<file path="src/verilog/seif_pkg.sv">
// Constants, encodings and small decode helpers for the serial EEPROM front end.
// Assumes a 20 MHz system clock and a host that drives select, clock and data pins.
package seif_pkg;

    // ****************************************
    // Opcodes and extensions
    // ****************************************
    localparam logic [1:0] OP_EXT = 2'h0;
    localparam logic [1:0] OP_WRITE = 2'h1;
    localparam logic [1:0] OP_READ = 2'h2;
    localparam logic [1:0] OP_ERASE = 2'h3;
    localparam logic [1:0] EXT_LOCK = 2'h0;
    localparam logic [1:0] EXT_FILL = 2'h1;
    localparam logic [1:0] EXT_CLEAR = 2'h2;
    localparam logic [1:0] EXT_UNLOCK = 2'h3;

    // ****************************************
    // Commands handed to the array side
    // ****************************************
    localparam logic [1:0] CMD_ERASE = 2'h0;
    localparam logic [1:0] CMD_WRITE = 2'h1;
    localparam logic [1:0] CMD_CLEAR_ALL = 2'h2;
    localparam logic [1:0] CMD_FILL_ALL = 2'h3;

    // ****************************************
    // Capacities and widths
    // ****************************************
    localparam logic [1:0] CAP_SMALL = 2'h0;
    localparam logic [1:0] CAP_MID = 2'h1;
    localparam logic [1:0] CAP_LARGE = 2'h2;
    localparam logic [4:0] AW_BASE = 5'h06;
    localparam int ADDR_W = 11;
    localparam int DATA_W = 16;
    localparam int SR_W = 27;
    localparam int CMD_W = 29;
    localparam int CMD_KIND_POS = 27;
    localparam int CMD_ADDR_POS = 16;
    localparam int FIFO_DEPTH = 8;

    // ****************************************
    // Pin slots, reset values, timing
    // ****************************************
    localparam int PIN_SEL = 0;
    localparam int PIN_SCK = 1;
    localparam int PIN_SDI = 2;
    localparam int PIN_ORG = 3;
    localparam logic [3:0] PIN_RST = 4'h0;
    localparam logic SDO_RST = 1'b0;
    localparam int CLK_PERIOD_NS = 50;
    localparam int DESELECT_GAP_NS = 1000;
    localparam int DESELECT_GAP_CYC = (DESELECT_GAP_NS + CLK_PERIOD_NS - 1) / CLK_PERIOD_NS;
    localparam int SCK_MIN_PERIOD_NS = 1000;
    localparam int SCK_MIN_PERIOD_CYC = (SCK_MIN_PERIOD_NS + CLK_PERIOD_NS - 1) / CLK_PERIOD_NS;

    typedef enum logic [2:0] {
        ST_IDLE = 3'h0,
        ST_WAIT = 3'h1,
        ST_ADDR = 3'h2,
        ST_DATA = 3'h3,
        ST_READ = 3'h4,
        ST_HOLD = 3'h5
    } seif_state_t;

    // Address bits after the opcode
    function automatic logic [4:0] seif_aw(input logic [1:0] cap, input logic org);
        return AW_BASE + {2'h0, cap, 1'b0} + {4'h0, ~org};
    endfunction

    function automatic logic [4:0] seif_dw(input logic org);
        return org ? 5'h10 : 5'h08;
    endfunction

    function automatic logic [10:0] seif_amask(input logic [4:0] aw);
        logic [11:0] one;
        one = 12'h001 << aw;
        return 11'(one - 12'h001);
    endfunction

endpackage

</file>
<file path="src/verilog/seif_fifo.sv">
// Command FIFO between the serial decoder and the array sequencer.
// Assumes both sides run on the same clock.
`timescale 1ns/10ps
module seif_fifo #(
    parameter int W = 29,
    parameter int DEPTH = 8
) (
    input wire logic clk,
    input wire logic sys_rst,
    input wire logic in_valid,
    output logic in_ready,
    input wire logic [W-1:0] in_data,
    output logic out_valid,
    input wire logic out_ready,
    output logic [W-1:0] out_data
);
    localparam int PW = $clog2(DEPTH);
    localparam int CW = $clog2(DEPTH + 1);

    logic [W-1:0] mem_ff [DEPTH];
    logic [PW-1:0] wp_ff;
    logic [PW-1:0] rp_ff;
    logic [CW-1:0] cnt_ff;

    wire do_wr = in_valid & in_ready;
    wire do_rd = out_valid & out_ready;
    wire [PW-1:0] nxt_wp = (wp_ff == PW'(DEPTH - 1)) ? '0 : wp_ff + PW'(1);
    wire [PW-1:0] nxt_rp = (rp_ff == PW'(DEPTH - 1)) ? '0 : rp_ff + PW'(1);
    wire [CW-1:0] nxt_cnt = cnt_ff + CW'(do_wr) - CW'(do_rd);

    assign in_ready = cnt_ff != CW'(DEPTH);
    assign out_valid = cnt_ff != '0;
    assign out_data = mem_ff[rp_ff];

    always_ff @(posedge clk)
    begin
        if (do_wr)
        begin
            mem_ff[wp_ff] <= in_data;
        end
    end

    always_ff @(posedge clk or posedge sys_rst)
    begin
        if (sys_rst)
        begin
            wp_ff <= '0;
            rp_ff <= '0;
            cnt_ff <= '0;
        end
        else
        begin
            wp_ff <= do_wr ? nxt_wp : wp_ff;
            rp_ff <= do_rd ? nxt_rp : rp_ff;
            cnt_ff <= nxt_cnt;
        end
    end

endmodule // seif_fifo

</file>
<file path="src/verilog/seif_top.sv">
// Serial instruction front end of a three-wire EEPROM: pin sampling, framing,
// decode, read streaming and hand-off of programming commands to the array.
// Assumes the array answers a read request within a few system clocks.
`timescale 1ns/10ps
module seif_top #(
    parameter logic [1:0] CAP = 2'h2
) (
    input wire logic clk,
    input wire logic sys_rst,
    input wire logic cs_pin,
    input wire logic sck_pin,
    input wire logic sdi_pin,
    input wire logic org_pin,
    output logic sdo_pin,
    output logic sdo_oe,
    output logic rd_req,
    output logic [10:0] rd_addr,
    input wire logic [15:0] rd_data,
    input wire logic rd_ack,
    output logic cmd_valid,
    input wire logic cmd_ready,
    output logic [1:0] cmd_kind,
    output logic [10:0] cmd_addr,
    output logic [15:0] cmd_data
);

    // ****************************************
    // Pin sampling
    // ****************************************
    logic [3:0] s1_ff;
    logic [3:0] s2_ff;
    logic [3:0] s3_ff;
    logic [3:0] pin_ff;
    logic [3:0] pin_d_ff;

    wire [3:0] raw_pins = {org_pin, sdi_pin, sck_pin, cs_pin};
    wire [3:0] agree = ~(s2_ff ^ s3_ff);
    wire [3:0] nxt_pin = (agree & s3_ff) | (~agree & pin_ff);

    always_ff @(posedge clk or posedge sys_rst)
    begin
        if (sys_rst)
        begin
            s1_ff <= seif_pkg::PIN_RST;
            s2_ff <= seif_pkg::PIN_RST;
            s3_ff <= seif_pkg::PIN_RST;
            pin_ff <= seif_pkg::PIN_RST;
            pin_d_ff <= seif_pkg::PIN_RST;
        end
        else
        begin
            s1_ff <= raw_pins;
            s2_ff <= s1_ff;
            s3_ff <= s2_ff;
            pin_ff <= nxt_pin;
            pin_d_ff <= pin_ff;
        end
    end

    wire sel = pin_ff[seif_pkg::PIN_SEL];
    wire sel_rise = sel & ~pin_d_ff[seif_pkg::PIN_SEL];
    wire sel_fall = ~sel & pin_d_ff[seif_pkg::PIN_SEL];
    wire sck_rise = pin_ff[seif_pkg::PIN_SCK] & ~pin_d_ff[seif_pkg::PIN_SCK];
    wire sdi = pin_ff[seif_pkg::PIN_SDI];

    // ****************************************
    // Decode
    // ****************************************
    seif_pkg::seif_state_t state_ff;
    seif_pkg::seif_state_t nxt_state;
    logic [4:0] cnt_ff;
    logic [seif_pkg::SR_W-1:0] sr_ff;
    logic org_ff;
    logic unlock_ff;
    logic armed_ff;
    logic push_ff;
    logic status_ff;
    logic [1:0] kind_ff;
    logic [10:0] caddr_ff;
    logic [15:0] cdata_ff;
    logic fifo_in_ready;

    wire [4:0] aw = seif_pkg::seif_aw(CAP, org_ff);
    wire [4:0] dw = seif_pkg::seif_dw(org_ff);
    wire [10:0] amask = seif_pkg::seif_amask(aw);
    wire [seif_pkg::SR_W-1:0] nxt_sr = {sr_ff[seif_pkg::SR_W-2:0], sdi};
    wire shifting = (state_ff == seif_pkg::ST_ADDR) | (state_ff == seif_pkg::ST_DATA);
    wire last_addr = sel & sck_rise & (state_ff == seif_pkg::ST_ADDR) & (cnt_ff == aw + 5'h01);
    wire last_data = sel & sck_rise & (state_ff == seif_pkg::ST_DATA) & (cnt_ff == aw + dw + 5'h01);
    wire [1:0] op = nxt_sr[aw + 5'h01 -: 2];
    wire [1:0] ext = nxt_sr[aw - 5'h01 -: 2];
    wire op_ext = op == seif_pkg::OP_EXT;
    wire is_read = op == seif_pkg::OP_READ;
    wire is_unlock = op_ext & (ext == seif_pkg::EXT_UNLOCK);
    wire is_lock = op_ext & (ext == seif_pkg::EXT_LOCK);
    wire has_data = (op == seif_pkg::OP_WRITE) | (op_ext & (ext == seif_pkg::EXT_FILL));
    wire is_erase = (op == seif_pkg::OP_ERASE) | (op_ext & (ext == seif_pkg::EXT_CLEAR));
    wire [1:0] dec_kind = (op == seif_pkg::OP_WRITE) ? seif_pkg::CMD_WRITE :
                          (op == seif_pkg::OP_ERASE) ? seif_pkg::CMD_ERASE :
                          (ext == seif_pkg::EXT_FILL) ? seif_pkg::CMD_FILL_ALL : seif_pkg::CMD_CLEAR_ALL;
    wire arm_wr = (kind_ff == seif_pkg::CMD_WRITE) | (kind_ff == seif_pkg::CMD_FILL_ALL);
    wire wr_cancel = sel & sck_rise & (state_ff == seif_pkg::ST_HOLD) & arm_wr;
    // A full buffer counts as a running programming cycle to the host
    wire busy = ~fifo_in_ready | push_ff;
    wire start_bit = sel & sck_rise & sdi & ~busy;

    always_comb
    begin
        nxt_state = state_ff;
        case (state_ff)
            seif_pkg::ST_IDLE:
                nxt_state = sel_rise ? seif_pkg::ST_WAIT : seif_pkg::ST_IDLE;
            seif_pkg::ST_WAIT:
                nxt_state = start_bit ? seif_pkg::ST_ADDR : seif_pkg::ST_WAIT;
            seif_pkg::ST_ADDR:
                if (last_addr)
                begin
                    nxt_state = is_read ? seif_pkg::ST_READ :
                                has_data ? seif_pkg::ST_DATA : seif_pkg::ST_HOLD;
                end
            seif_pkg::ST_DATA:
                nxt_state = last_data ? seif_pkg::ST_HOLD : seif_pkg::ST_DATA;
            seif_pkg::ST_READ:
                nxt_state = seif_pkg::ST_READ;
            seif_pkg::ST_HOLD:
                nxt_state = seif_pkg::ST_HOLD;
            default:
                nxt_state = seif_pkg::ST_IDLE;
        endcase
        if (!sel)
        begin
            nxt_state = seif_pkg::ST_IDLE;
        end
    end

    // No timeout anywhere: a stalled serial clock simply holds every field
    wire [4:0] nxt_cnt = (state_ff == seif_pkg::ST_WAIT) ? 5'h00 : cnt_ff + {4'h0, shifting & sck_rise};
    wire nxt_unlock = (last_addr & is_unlock) | (unlock_ff & ~(last_addr & is_lock));
    wire arm_set = unlock_ff & ((last_addr & is_erase) | last_data);
    wire nxt_armed = sel & ~wr_cancel & (arm_set | armed_ff);
    wire nxt_push = armed_ff & sel_fall & fifo_in_ready;
    wire stay_wait = (state_ff == seif_pkg::ST_WAIT) & (nxt_state == seif_pkg::ST_WAIT);
    wire nxt_status = ((state_ff == seif_pkg::ST_IDLE) & sel_rise) ? busy : (stay_wait & status_ff);

    always_ff @(posedge clk or posedge sys_rst)
    begin
        if (sys_rst)
        begin
            state_ff <= seif_pkg::ST_IDLE;
            cnt_ff <= 5'h00;
            sr_ff <= '0;
            org_ff <= 1'b0;
            unlock_ff <= 1'b0;
            armed_ff <= 1'b0;
            push_ff <= 1'b0;
            status_ff <= 1'b0;
        end
        else
        begin
            state_ff <= nxt_state;
            cnt_ff <= nxt_cnt;
            sr_ff <= (shifting & sck_rise) ? nxt_sr : sr_ff;
            org_ff <= start_bit & (state_ff == seif_pkg::ST_WAIT) ? pin_ff[seif_pkg::PIN_ORG] : org_ff;
            unlock_ff <= nxt_unlock;
            armed_ff <= nxt_armed;
            push_ff <= nxt_push;
            status_ff <= nxt_status;
        end
    end

    always_ff @(posedge clk or posedge sys_rst)
    begin
        if (sys_rst)
        begin
            kind_ff <= seif_pkg::CMD_ERASE;
            caddr_ff <= 11'h000;
            cdata_ff <= 16'h0000;
        end
        else
        begin
            kind_ff <= last_addr ? dec_kind : kind_ff;
            caddr_ff <= last_addr ? nxt_sr[10:0] & amask : caddr_ff;
            cdata_ff <= last_data ? nxt_sr[15:0] & (org_ff ? 16'hFFFF : 16'h00FF) : cdata_ff;
        end
    end

    // ****************************************
    // Read streaming
    // ****************************************
    logic [10:0] raddr_ff;
    logic rd_req_ff;
    logic [15:0] osr_ff;
    logic [3:0] ocnt_ff;
    logic sdo_ff;
    logic oe_ff;

    wire in_read = state_ff == seif_pkg::ST_READ;
    wire out_step = sel & sck_rise & in_read;
    wire word_end = out_step & ({1'b0, ocnt_ff} == dw - 5'h01);
    wire start_rd = last_addr & is_read;
    wire [15:0] rd_aligned = org_ff ? rd_data : {rd_data[7:0], 8'h00};
    wire [10:0] nxt_raddr = start_rd ? (nxt_sr[10:0] & amask) :
                            word_end ? ((raddr_ff + 11'h001) & amask) : raddr_ff;
    wire [15:0] nxt_osr = rd_ack ? rd_aligned : out_step ? {osr_ff[14:0], 1'b0} : osr_ff;
    wire [3:0] nxt_ocnt = (start_rd | word_end) ? 4'h0 : ocnt_ff + {3'h0, out_step};
    // Dummy zero only before the first word; later words run back to back
    wire nxt_sdo = (nxt_status & (nxt_state == seif_pkg::ST_WAIT)) ? ~busy :
                   start_rd ? 1'b0 : out_step ? osr_ff[15] : sdo_ff;
    wire nxt_oe = (nxt_state == seif_pkg::ST_READ) | (nxt_status & (nxt_state == seif_pkg::ST_WAIT));

    always_ff @(posedge clk or posedge sys_rst)
    begin
        if (sys_rst)
        begin
            raddr_ff <= 11'h000;
            rd_req_ff <= 1'b0;
            osr_ff <= 16'h0000;
            ocnt_ff <= 4'h0;
            sdo_ff <= seif_pkg::SDO_RST;
            oe_ff <= 1'b0;
        end
        else
        begin
            raddr_ff <= nxt_raddr;
            rd_req_ff <= start_rd | word_end;
            osr_ff <= nxt_osr;
            ocnt_ff <= nxt_ocnt;
            sdo_ff <= nxt_sdo;
            oe_ff <= nxt_oe;
        end
    end

    assign sdo_pin = sdo_ff;
    assign sdo_oe = oe_ff;
    assign rd_req = rd_req_ff;
    assign rd_addr = raddr_ff;

    // ****************************************
    // Command buffer
    // ****************************************
    wire [seif_pkg::CMD_W-1:0] cmd_word;

    seif_fifo #(
        .W(seif_pkg::CMD_W),
        .DEPTH(seif_pkg::FIFO_DEPTH)
    ) u_fifo (
        .clk(clk),
        .sys_rst(sys_rst),
        .in_valid(push_ff),
        .in_ready(fifo_in_ready),
        .in_data({kind_ff, caddr_ff, cdata_ff}),
        .out_valid(cmd_valid),
        .out_ready(cmd_ready),
        .out_data(cmd_word)
    );

    assign cmd_kind = cmd_word[seif_pkg::CMD_KIND_POS +: 2];
    assign cmd_addr = cmd_word[seif_pkg::CMD_ADDR_POS +: seif_pkg::ADDR_W];
    assign cmd_data = cmd_word[0 +: seif_pkg::DATA_W];

    // ****************************************
    // Checks
    // ****************************************
    logic [7:0] gap_ff;

    always_ff @(posedge clk or posedge sys_rst)
    begin
        if (sys_rst)
        begin
            gap_ff <= 8'h00;
        end
        else
        begin
            gap_ff <= sel ? 8'h00 : (gap_ff == 8'hFF ? gap_ff : gap_ff + 8'h01);
        end
    end
endmodule // seif_top

</file>
<file path="config.mk">
export PLATFORM = sky130hd
export DESIGN_NAME = seif_top
export DESIGN_NICKNAME = d
export VERILOG_FILES = /design/src/verilog/seif_pkg.sv /design/src/verilog/seif_fifo.sv /design/src/verilog/seif_top.sv
export SDC_FILE = /design/constraint.sdc
export NUM_CORES = 1
export LEC_CHECK = 0
export ABC_CLOCK_PERIOD_IN_PS = 10140
export BUFFER_PORTS_ARGS = -buffer_cell sky130_fd_sc_hd__buf_4
export CELL_PAD_IN_SITES_DETAIL_PLACEMENT = 1
export CELL_PAD_IN_SITES_GLOBAL_PLACEMENT = 1
export CORE_MARGIN = 8
export CORE_UTILIZATION = 57
export CTS_CLUSTER_SIZE = 24
export DETAILED_ROUTE_END_ITERATION = 6
export MAX_ROUTING_LAYER = met4
export PLACE_DENSITY_LB_ADDON = 0.1
export SLEW_MARGIN = 20
export SYNTH_ARGS = -nofsm -noshare
export SYNTH_HDL_FRONTEND = slang
export SYNTH_HIERARCHICAL = 1
export SYNTH_SLANG_ARGS = --single-unit
</file>
<file path="constraint.sdc">
create_clock -name clk -period 10.14 [get_ports clk]
set_input_delay 1.014 -clock clk [delete_from_list [all_inputs] [get_ports clk]]
set_output_delay 1.014 -clock clk [all_outputs]
set_load 0.01 [all_outputs]
</file>
Word-level counts from Yosys, hierarchy flattened
Memories as Yosys holds them, arrays and structs flattened.
Cells that the tools add are included.

cells by class
  add/subtract/negate cells = 14
  eq/ne operators = 21
  shift-type cells = 3
  mux-type cells = 28
  bitwise operators = 63
  reduce and logical (&&, ||, !) cells = 7

operator list
  cell                                                number
  two-way mux 16 bit                                  4
  indexed part select 28 x 6 -> 2 bit                 2
  bitwise AND 1 bit                                   36
  bitwise AND 11 bit                                  2
  two-way mux 11 bit                                  2
  two-way mux 3 bit                                   7
  one-hot mux 3 bit (6 select lines)                  1
  bitwise AND 16 bit                                  1
  equality test 3 bit, second input constant          5
  adder 11 x 1 -> 11 bit, second input constant       1
  left shift 1 x 5 -> 11 bit, first input constant    1
  subtractor 11 x 1 -> 11 bit, second input constant  1
  adder 5 x 1 -> 5 bit, second input constant         2
  equality test 2 bit, second input constant          5
  equality test 5 bit                                 2
  two-way mux 5 bit                                   2
  bitwise OR 1 bit                                    10
  subtractor 5 x 1 -> 5 bit, second input constant    2
  adder 4 x 1 -> 4 bit                                2
  bitwise AND 4 bit                                   2
  two-way mux 1 bit                                   8
  NOT 1 bit                                           8
  NOT 4 bit                                           2
  adder 3 x 1 -> 3 bit, second input constant         2
  other kinds (18)                                    26

word-level totals
  register bits after elaboration = 130
  RAM bits = 232
  input bits = 24
  output and inout bits = 44
  logic and storage cells = 162
  memories kept = 1

memories
  memory         depth  bits a word  read ports  clocked after Yosys merged registers in  write ports  line             text
  u_fifo.mem_ff  8      29           1           0                                        1            seif_fifo.sv:20  logic [W-1:0] mem_ff [DEPTH];

Logic depth before layout (Yosys ltp)
Gate-level depths: netlist of run 1.

  depth in word-level cells = 18
  mapped depth = 11
  mapped depth without buffers = 11

By module
Netlist of run 1, hierarchy kept.

by module, submodules not included
  module     times used  cells an instance  area an instance (um2)  sequential area each (um2)
  seif_fifo  1           393                9536.6                  7216.9
  seif_top   1           429                4842.1                  2727.6

Worst setup path before layout of run 1
Ideal clock, no wire load.

  path kind = register to register
  from = register u_fifo.cnt_ff[2]
  to = memory u_fifo.mem_ff[0][0] (enable)
  library setup time = 0.488 ns
  data arrival time = 3.661 ns
  required time = 9.652 ns
  slack = 5.991 ns
  cell stages (with the launch flop) = 6
  buffers on the path = 0
  period minus slack after synthesis = 4.149 ns
  path through = dfrtp_1 > inv_1 > ha_1 > or3b_2 > nand2_2 > nor4_1

on the way
  word-level cells in the longest chain between the ends = 4

RTL lines
  element                                  line             text
  start: declaration                       seif_fifo.sv:23  logic [CW-1:0] cnt_ff;
  start signal: assignment                 seif_fifo.sv:55  cnt_ff <= nxt_cnt;
  inequality test 4 bit                    seif_fifo.sv:31  assign in_ready = cnt_ff != CW'(DEPTH);
  named net fifo_in_ready                  seif_top.sv:81   logic fifo_in_ready;
  bitwise AND 1 bit                        seif_fifo.sv:25  wire do_wr = in_valid & in_ready;
  two-way mux 1 bit                        seif_fifo.sv:37  if (do_wr)
  two-way mux 1 bit (implied by the code)  seif_fifo.sv:39  mem_ff[wp_ff] <= in_data;
  end: declaration                         seif_fifo.sv:20

The timed path passes the listed nets, and every way through them passes these cells.

Final worst setup path of run 1
  from = register u_fifo.rp_ff[0]
  to = output cmd_addr[0]

on the way
  word-level cells in the longest chain between the ends = 1

RTL lines
  element                   line             text
  start: declaration        seif_fifo.sv:22  logic [PW-1:0] rp_ff;
  start signal: assignment  seif_fifo.sv:54  rp_ff <= do_rd ? nxt_rp : rp_ff;
  memory read (8 x 29 bit)  --
  end: declaration          seif_top.sv:23   output logic [10:0] cmd_addr,

Every way passes these cells.

==> reports/results.tsv, run 1 <==
metric	value	unit
DRT Wirelength	31700	um
root buf cell	clkbuf_16	
synth warn	6	
vias in the first global route	8404	
element type at the critical path start	register	
ratio of cells with drive above 1 in the final layout	22.6	%
Hold WS	356	ps
Vias	7551	
Layout Utilization	66.0	%
drt pass-1 iters	4	
CP Capture Type	primary output	
WL per Instance	25.1	um
Area Overhead vs Synth	14.6	%
CTS tree	done	
number of diodes	0	
max_cap viols	0	
initial core utilization	57.6	%
sequential element share of the synthesized area	69.2	%
outcome	finished clean	
Longest Clk Path Bufs	3	
Yosys reg bits	351	
ratio of total power to cell area	201	mW/mm^2
Worst R2R End	rd_addr[10]	
CP arrival	2840	ps
Final Cycle Share	38.0	%
TritonCTS buffer count	36	
Die Span Y	175	um
initial antenna violation count	0	
core area	0.0250	sq mm
cell taking the most area after synthesis	edfxtp_1	
r2r startpoint	org_ff	
routing usage on met3	3.24	%
Max Fclk	259	MHz
CP required	9130	ps
CP max FO	59	
P_leak	5.53	nW
Synth area leaders	edfxtp_1 (48%), dfrtp_1 (21%), mux4_1 (9.3%)	
Clock Pin Slew Worst Setup and Hold Paths	60	ps
worst hold-check path type	register to register	
top-count cell post-synth	edfxtp_1	
Remaining DRCs	0	
setup_tns	0	ps
hold depth	0	
fin worst setup slack	6280	ps
row count	58	
Boundary Pins	68	
critical path type	register to primary output	
1st-iter DRT viols	475	
Clock Latency Late Sink	520	ps
Reg2Reg Setup Slack	7230	ps
Resized Gates After CTS	0	
hold path start	s1_ff[1]	
first-pass GRT wire length	48900	um
GPL Wtd Cong	0.804	
I/O Buffers	67	
Reg2Reg Depth	6	
Mean Syn Cell Area	17.5	sq um
layer with the highest usage	met2	
largest net degree at the start of global routing	78	
RSZ-0062 raised after global routing	false	
Final Setup Violations	0	
worst slew pin tran	1110	ps
Slew Viols, Final	0	
hpwl dp	18300	um
GR met2 Demand/Resource	36.6	%
Synth Instances	822	
global-route usage over all layers	21.5	%
met1 GRT Util	26.2	%
routed vias/inst	5.98	
Mapped Area	0.0144	sq mm
total clock sinks	351	
postcts setup bufs	0	
die area	0.0306	sq mm
final hold violation count	0	
syn nets	862	
nets@finish	944	
Die X-Extent	175	um
post-synth top area share	48.5	%
Commonest cells post-synth	edfxtp_1 (232), dfrtp_1 (119), nand2_1 (53), mux4_1 (51)	
Post-synth ARST share	33.9	%
Slew HR	25.7	%
Post-synth EDFFs	232	
Primary FF master, synth	edfxtp_1	
hold buffer count at cts	0	
Worst Clk Skew	18.9	ps
peak supply drop	0.150	mV
Antenna Violating Nets Remaining	0	
pre-CTS setup slack	6800	ps
H-tree depth	2	
hold path endpoint	s2_ff[1]	
gr ovfl total	0	
Synth cell types	72	
minimum clock period	3860	ps
cells by family (layout without fill, tap and decap cells):
kind of cell | after synthesis | after routing | share of synthesized area, %
adders and majority gates | 20 | 20 | 1.72
xor gates and xnor gates | 15 | 15 | 0.914
buffers and inverters | 56 | 166 | 2.04
AOI/OAI and AO/OA | 79 | 79 | 3.39
and+or+nand+nor | 156 | 156 | 5.69
DFF | 351 | 351 | 69.2
muxes | 145 | 145 | 17.1
stage by stage:
step / instances / instance area [sq um] / total power, mW
finish: 1262 / 16500 / 3.32
global route: 1262 / 16500 / 3.43
CTS: 1261 / 16400 / 3.35
detailed placement: 1195 / 15200 / 2.02
global placement: 1195 / 15200 / 2.00
floorplan: 822 / 14400 / 1.94
power breakdown:
part | leakage [nW] | total [mW] | internal (mW) | switching (mW)
combinational | 1.73 | 0.371 | 0.177 | 0.195
sequential | 3.17 | 1.61 | 1.55 | 0.0616
clock | 0.620 | 1.34 | 0.807 | 0.531
total | 5.53 | 3.32 | 2.53 | 0.787
final cells by class:
cell class,instances,area (sq um)
Clock inverter,12,93.8
Sequential cell,351,9950
Inverter,19,73.8
Multi-Input combinational cell,415,4180
Clock buffer,54,1140
Fill cell,2173,8480
Tap cell,330,413
Timing Repair Buffer,81,628
registers in the layout, indices dropped and copies added, names as in the netlist, 3 cells and up, named ones only:
name	cells
caddr_ff	11
cdata_ff	16
cnt_ff	5
ocnt_ff	4
osr_ff	16
rd_addr	11
s1_ff	4
s2_ff	4
s3_ff	4
sr_ff	15
state_ff	3
u_fifo/cnt_ff	4
u_fifo/mem_ff	232
u_fifo/rp_ff	3
u_fifo/wp_ff	3
cells in the final DEF, fill, tap and decap left out, types with 3 or more instances in the layout:
master	count
mux2_2	35
ha_1	15
a21o_1	3
clkbuf_16	40
nand4_1	7
nand2_1	53
mux2i_1	17
nor2b_1	8
nor3_2	5
or3_1	3
edfxtp_1	232
o21ai_1	34
nor2_1	23
mux4_2	7
clkinv_2	8
and3_1	6
xor2_1	13
o211ai_1	4
o21ai_0	6
mux4_1	51
clkbuf_1	4
dfrtp_2	3
nand2b_1	5
nor2_2	3
clkbuf_8	8
a21oi_1	15
dfrtp_1	116
maj3_1	4
mux2_1	35
nand3_1	15
buf_4	80
inv_1	16
worst max-delay path, cell delays in order (launching register included):
cell,delay (ps)
dfrtp_2,370
buf_4,780
mux4_1,700
mux2_2,300
buf_4,150
how the worst max path moves through the flow:
stage / startpoint / end / slack, ps / depth (start not counted)
floorplan: u_fifo/cnt_ff[2] / u_fifo/mem_ff[0][0] / 5990 / 5
CTS: u_fifo/rp_ff[0] / cmd_kind[0] / 6230 / 4
detailed placement: u_fifo/rp_ff[0] / cmd_addr[5] / 6800 / 4
global route: u_fifo/rp_ff[0] / cmd_kind[0] / 6140 / 4
finish: u_fifo/rp_ff[0] / cmd_addr[0] / 6280 / 4
global placement: u_fifo/rp_ff[0] / cmd_data[14] / 6840 / 4
layer usage:
metal	share of wire, %	wire (um)
met2	51	16200
met1	41	13100
met4	2.8	892
met5	0	0
met3	4.8	1530
No activity file was read; power rests on OpenSTA's default activity.
==> run 2, diff against run 1 <==
Settings changed: ABC_AREA set to 1, ABC_CLOCK_PERIOD_IN_PS 10140 to 3300, CORE_UTILIZATION 57 to 44.
Clock period 10.14 ns to 3.3 ns, I/O delays scaled along.
==> reports/results.tsv, run 2 <==
metric	value	unit	change
vias in the first global route	11771		+40%
root buf cell	clkbuf_16		
Slew Viols, Final	0		unchanged
CP arrival	2440	ps	-400 ps
Final Setup Violations	0		unchanged
Antenna Violating Nets Remaining	0		unchanged
CP Capture Type	primary output		
I/O Buffers	67		unchanged
element type at the critical path start	register		
synthesized-area fraction occupied by and/or/nand/nor cells	19.6	%	+14 points
Seq pwr share	39.2	%	-9.3 points
worst hold-check path type	input pin to register		
initial core utilization	44.3	%	-13 points
Mean Syn Cell Area	9.59	sq um	-45%
Longest Clk Path Bufs	3		unchanged
drt pass-1 iters	4		unchanged
initial antenna violation count	0		unchanged
sequential element share of the synthesized area	63.7	%	-5.5 points
worst slew pin tran	867	ps	-241 ps
top-count cell post-synth	nand2_1		
Yosys reg bits	351		unchanged
Boundary Pins	68		unchanged
switching part of the total	31.8	%	+8.1 points
Hold WS	130	ps	-226 ps
syn nets	1668		+94%
Top reg by flops	u_fifo/mem_ff		
Remaining DRCs	0		unchanged
Worst Clk Skew	22.2	ps	+3.37 ps
Synth cell types	40		-44%
CP max FO	55		-6.8%
Post-synth EDFFs	232		unchanged
routed vias/inst	4.99		-17%
minimum clock period	2770	ps	
CP dominant cell by count	nand2_1		
TritonCTS buffer count	39		+8.3%
die area	0.0418	sq mm	+37%
CP cell instances	inv_4 > buf_4 > nand2_1 > nand3_1 > nand2_1 > nand2_1 > nand2_1 > buf_4		
Primary FF master, synth	edfxtp_1		
Synth Instances	1628		+98%
largest net degree at the start of global routing	119		+53%
Slew HR	42.2	%	+16 points
Post-Synth XOR/XNOR Area	0.729	%	-0.18 points
Layout Utilization	51.0	%	-15 points
Commonest cells post-synth	nand2_1 (501), inv_1 (320), edfxtp_1 (232), nand3_1 (143), dfrtp_1 (119)		
WL per Instance	18.0	um	-28%
Die X-Extent	204	um	+17%
Vias	10957		+45%
Largest regs	u_fifo/mem_ff x232, cdata_ff x16, osr_ff x16		
H-tree depth	2		unchanged
Mapped Area	0.0156	sq mm	+8.6%
post-synth top area share	44.6	%	-3.9 points
Final Cycle Share	83.9	%	
nets@finish	1742		+85%
Die Span Y	204	um	+17%
number of diodes	0		unchanged
clock share of power	34.7	%	-5.6 points
Clock Latency Late Sink	540	ps	+20 ps
GPL Wtd Cong	0.796		-1.0%
critical path type	register to primary output		
synthesized-area fraction occupied by adder cells	1.59	%	-0.14 points
Worst path slowest cell	dfrtp_4		
row count	69		+19%
Power Total	12.4	mW	+270%
post-synthesis mux area share	0	%	-17 points
Logic pwr share	26.0	%	+15 points
P_leak	8.68	nW	+57%
first-pass GRT wire length	63400	um	+30%
commonest non-fill, non-tap cell in the layout	nand2_1		
most frequent cells in the layout	nand2_1 (501), inv_1 (319), edfxtp_1 (232), nand3_1 (143), dfrtp_1 (117)		
post-synthesis compound-gate area fraction	4.32	%	+0.93 points
global-route usage over all layers	19.9	%	-1.6 points
Max Fclk	361	MHz	
hpwl dp	23700	um	+29%
ratio of cells with drive above 1 in the final layout	11.6	%	-11 points
peak supply drop	0.407	mV	+170%
max reg flops	232		unchanged
Post-synth ARST share	33.9	%	unchanged
total clock sinks	351		unchanged
net switching power	3.95	mW	+400%
final hold violation count	0		unchanged
largest family of logic cells by synthesized area	simple AND/OR/NAND/NOR gates		
ratio of total power to cell area	691	mW/mm^2	+240%
max_cap viols	0		unchanged
gr ovfl total	0		unchanged
Internal	8.46	mW	+230%
CTS tree	done		
synth warn	6		unchanged
Area Overhead vs Synth	15.0	%	
cell taking the most area after synthesis	edfxtp_1		
Clock Pin Slew Worst Setup and Hold Paths	60	ps	about the same
core area	0.0352	sq mm	+41%
1st-iter DRT viols	393		-17%
CP required	2970	ps	-6160 ps
slowest stage delay, CP	500	ps	-280 ps
Synth area leaders	edfxtp_1 (45%), dfrtp_1 (19%), nand2_1 (12%)		
outcome	finished clean		
DRT Wirelength	39500	um	+24%
RSZ-0062 raised after global routing	false		
[run 2: changes by cell type after synthesis, moves of 30 or more]
cell,previous run,this run
nand2_1,53,501
inv_1,17,320
nand3_1,15,143
o21ai_0,6,74
mux4_1,51,0
mux2_1,35,0
mux2_2,35,0
o21ai_1,34,4
[run 2: kinds of logic (layout without fill, tap and decap cells)]
family | count (synthesis) | after routing
buffers and inverters | 391 | 496
xor gates and xnor gates | 13 | 13
DFF | 351 | 351
and+or+nand+nor | 732 | 732
adders and majority gates | 20 | 20
AOI/OAI and AO/OA | 121 | 121
[run 2: stage by stage]
| stage | std cells | worst slack, ps | instance area, sq um | setup TNS, ps |
|---|---|---|---|---|
| finish | 2194 | 532 | 18000 | 0 |
| global route | 2194 | 346 | 18000 | 0 |
| CTS | 2194 | 477 | 18000 | 0 |
| detailed placement | 2117 | 905 | 16600 | 0 |
| global placement | 2117 | 996 | 16600 | 0 |
| floorplan | 1628 | -83.3 | 15600 | -19300 |
[run 2: layout make-up]
| cell class | instances | area [sq um] |
|---|---|---|
| timing repair buffer | 96 | 771 |
| multi-input combinational | 886 | 4140 |
| inverter | 328 | 1240 |
| sequential | 351 | 9950 |
| fill | 3905 | 17300 |
| clock buffer | 59 | 1160 |
| tap | 461 | 577 |
| clock inverter | 13 | 128 |
[run 2: final timing paths]
check | startpoint | to | slack (ps) | depth (start not counted)
worst max-delay path | u_fifo/rp_ff[0] | cmd_data[14] | 530 | 8
worst min-delay path | rd_data[0] | osr_ff[0] | 130 | 3
max in group asynchronous | sys_rst | cdata_ff[3] | 2180 | 4
min in group asynchronous | sys_rst | async pin | 290 | 3
worst max register to register | u_fifo/cnt_ff[2] | u_fifo/cnt_ff[2] | 880 | 9
worst min register to register | s1_ff[3] | s2_ff[3] | 350 | 0
[run 2: what timing repair did]
item / 4_1_cts / 5_1_grt
hold buffers: 5 / 0
resized for setup: 0 / 0
setup endpoints to repair: 0 / 0
setup buffers: 0 / 0
hold endpoints to repair: 25 / 0
[run 2: worst max-delay path: cells and delay by family, from the launching register on]
kind,cells,cell delay [ps]
buf+inv,3,1030
flops,1,500
simple gates,5,370
[run 2: per-layer routing]
metal  up-vias  wire length, um  track usage [%]
met2       134            19900             34.2
met5         -                0                -
met3        67              989             2.41
met1      5486            17800             24.5
li1       5270                -                -
met4         0              877             5.86
[run 2: power groups by stage]
| stage | logic [mW] | registers (mW) | clock network [mW] |
|---|---|---|---|
| 4_1_cts | 3.30 | 4.87 | 4.41 |
| 3_3_place_gp | 3.20 | 4.95 | 0 |
| 6_report | 3.23 | 4.87 | 4.31 |
| 2_1_floorplan | 2.12 | 4.91 | 0 |
| 5_1_grt | 3.62 | 4.88 | 4.56 |
| 3_5_place_dp | 3.29 | 4.95 | 0 |
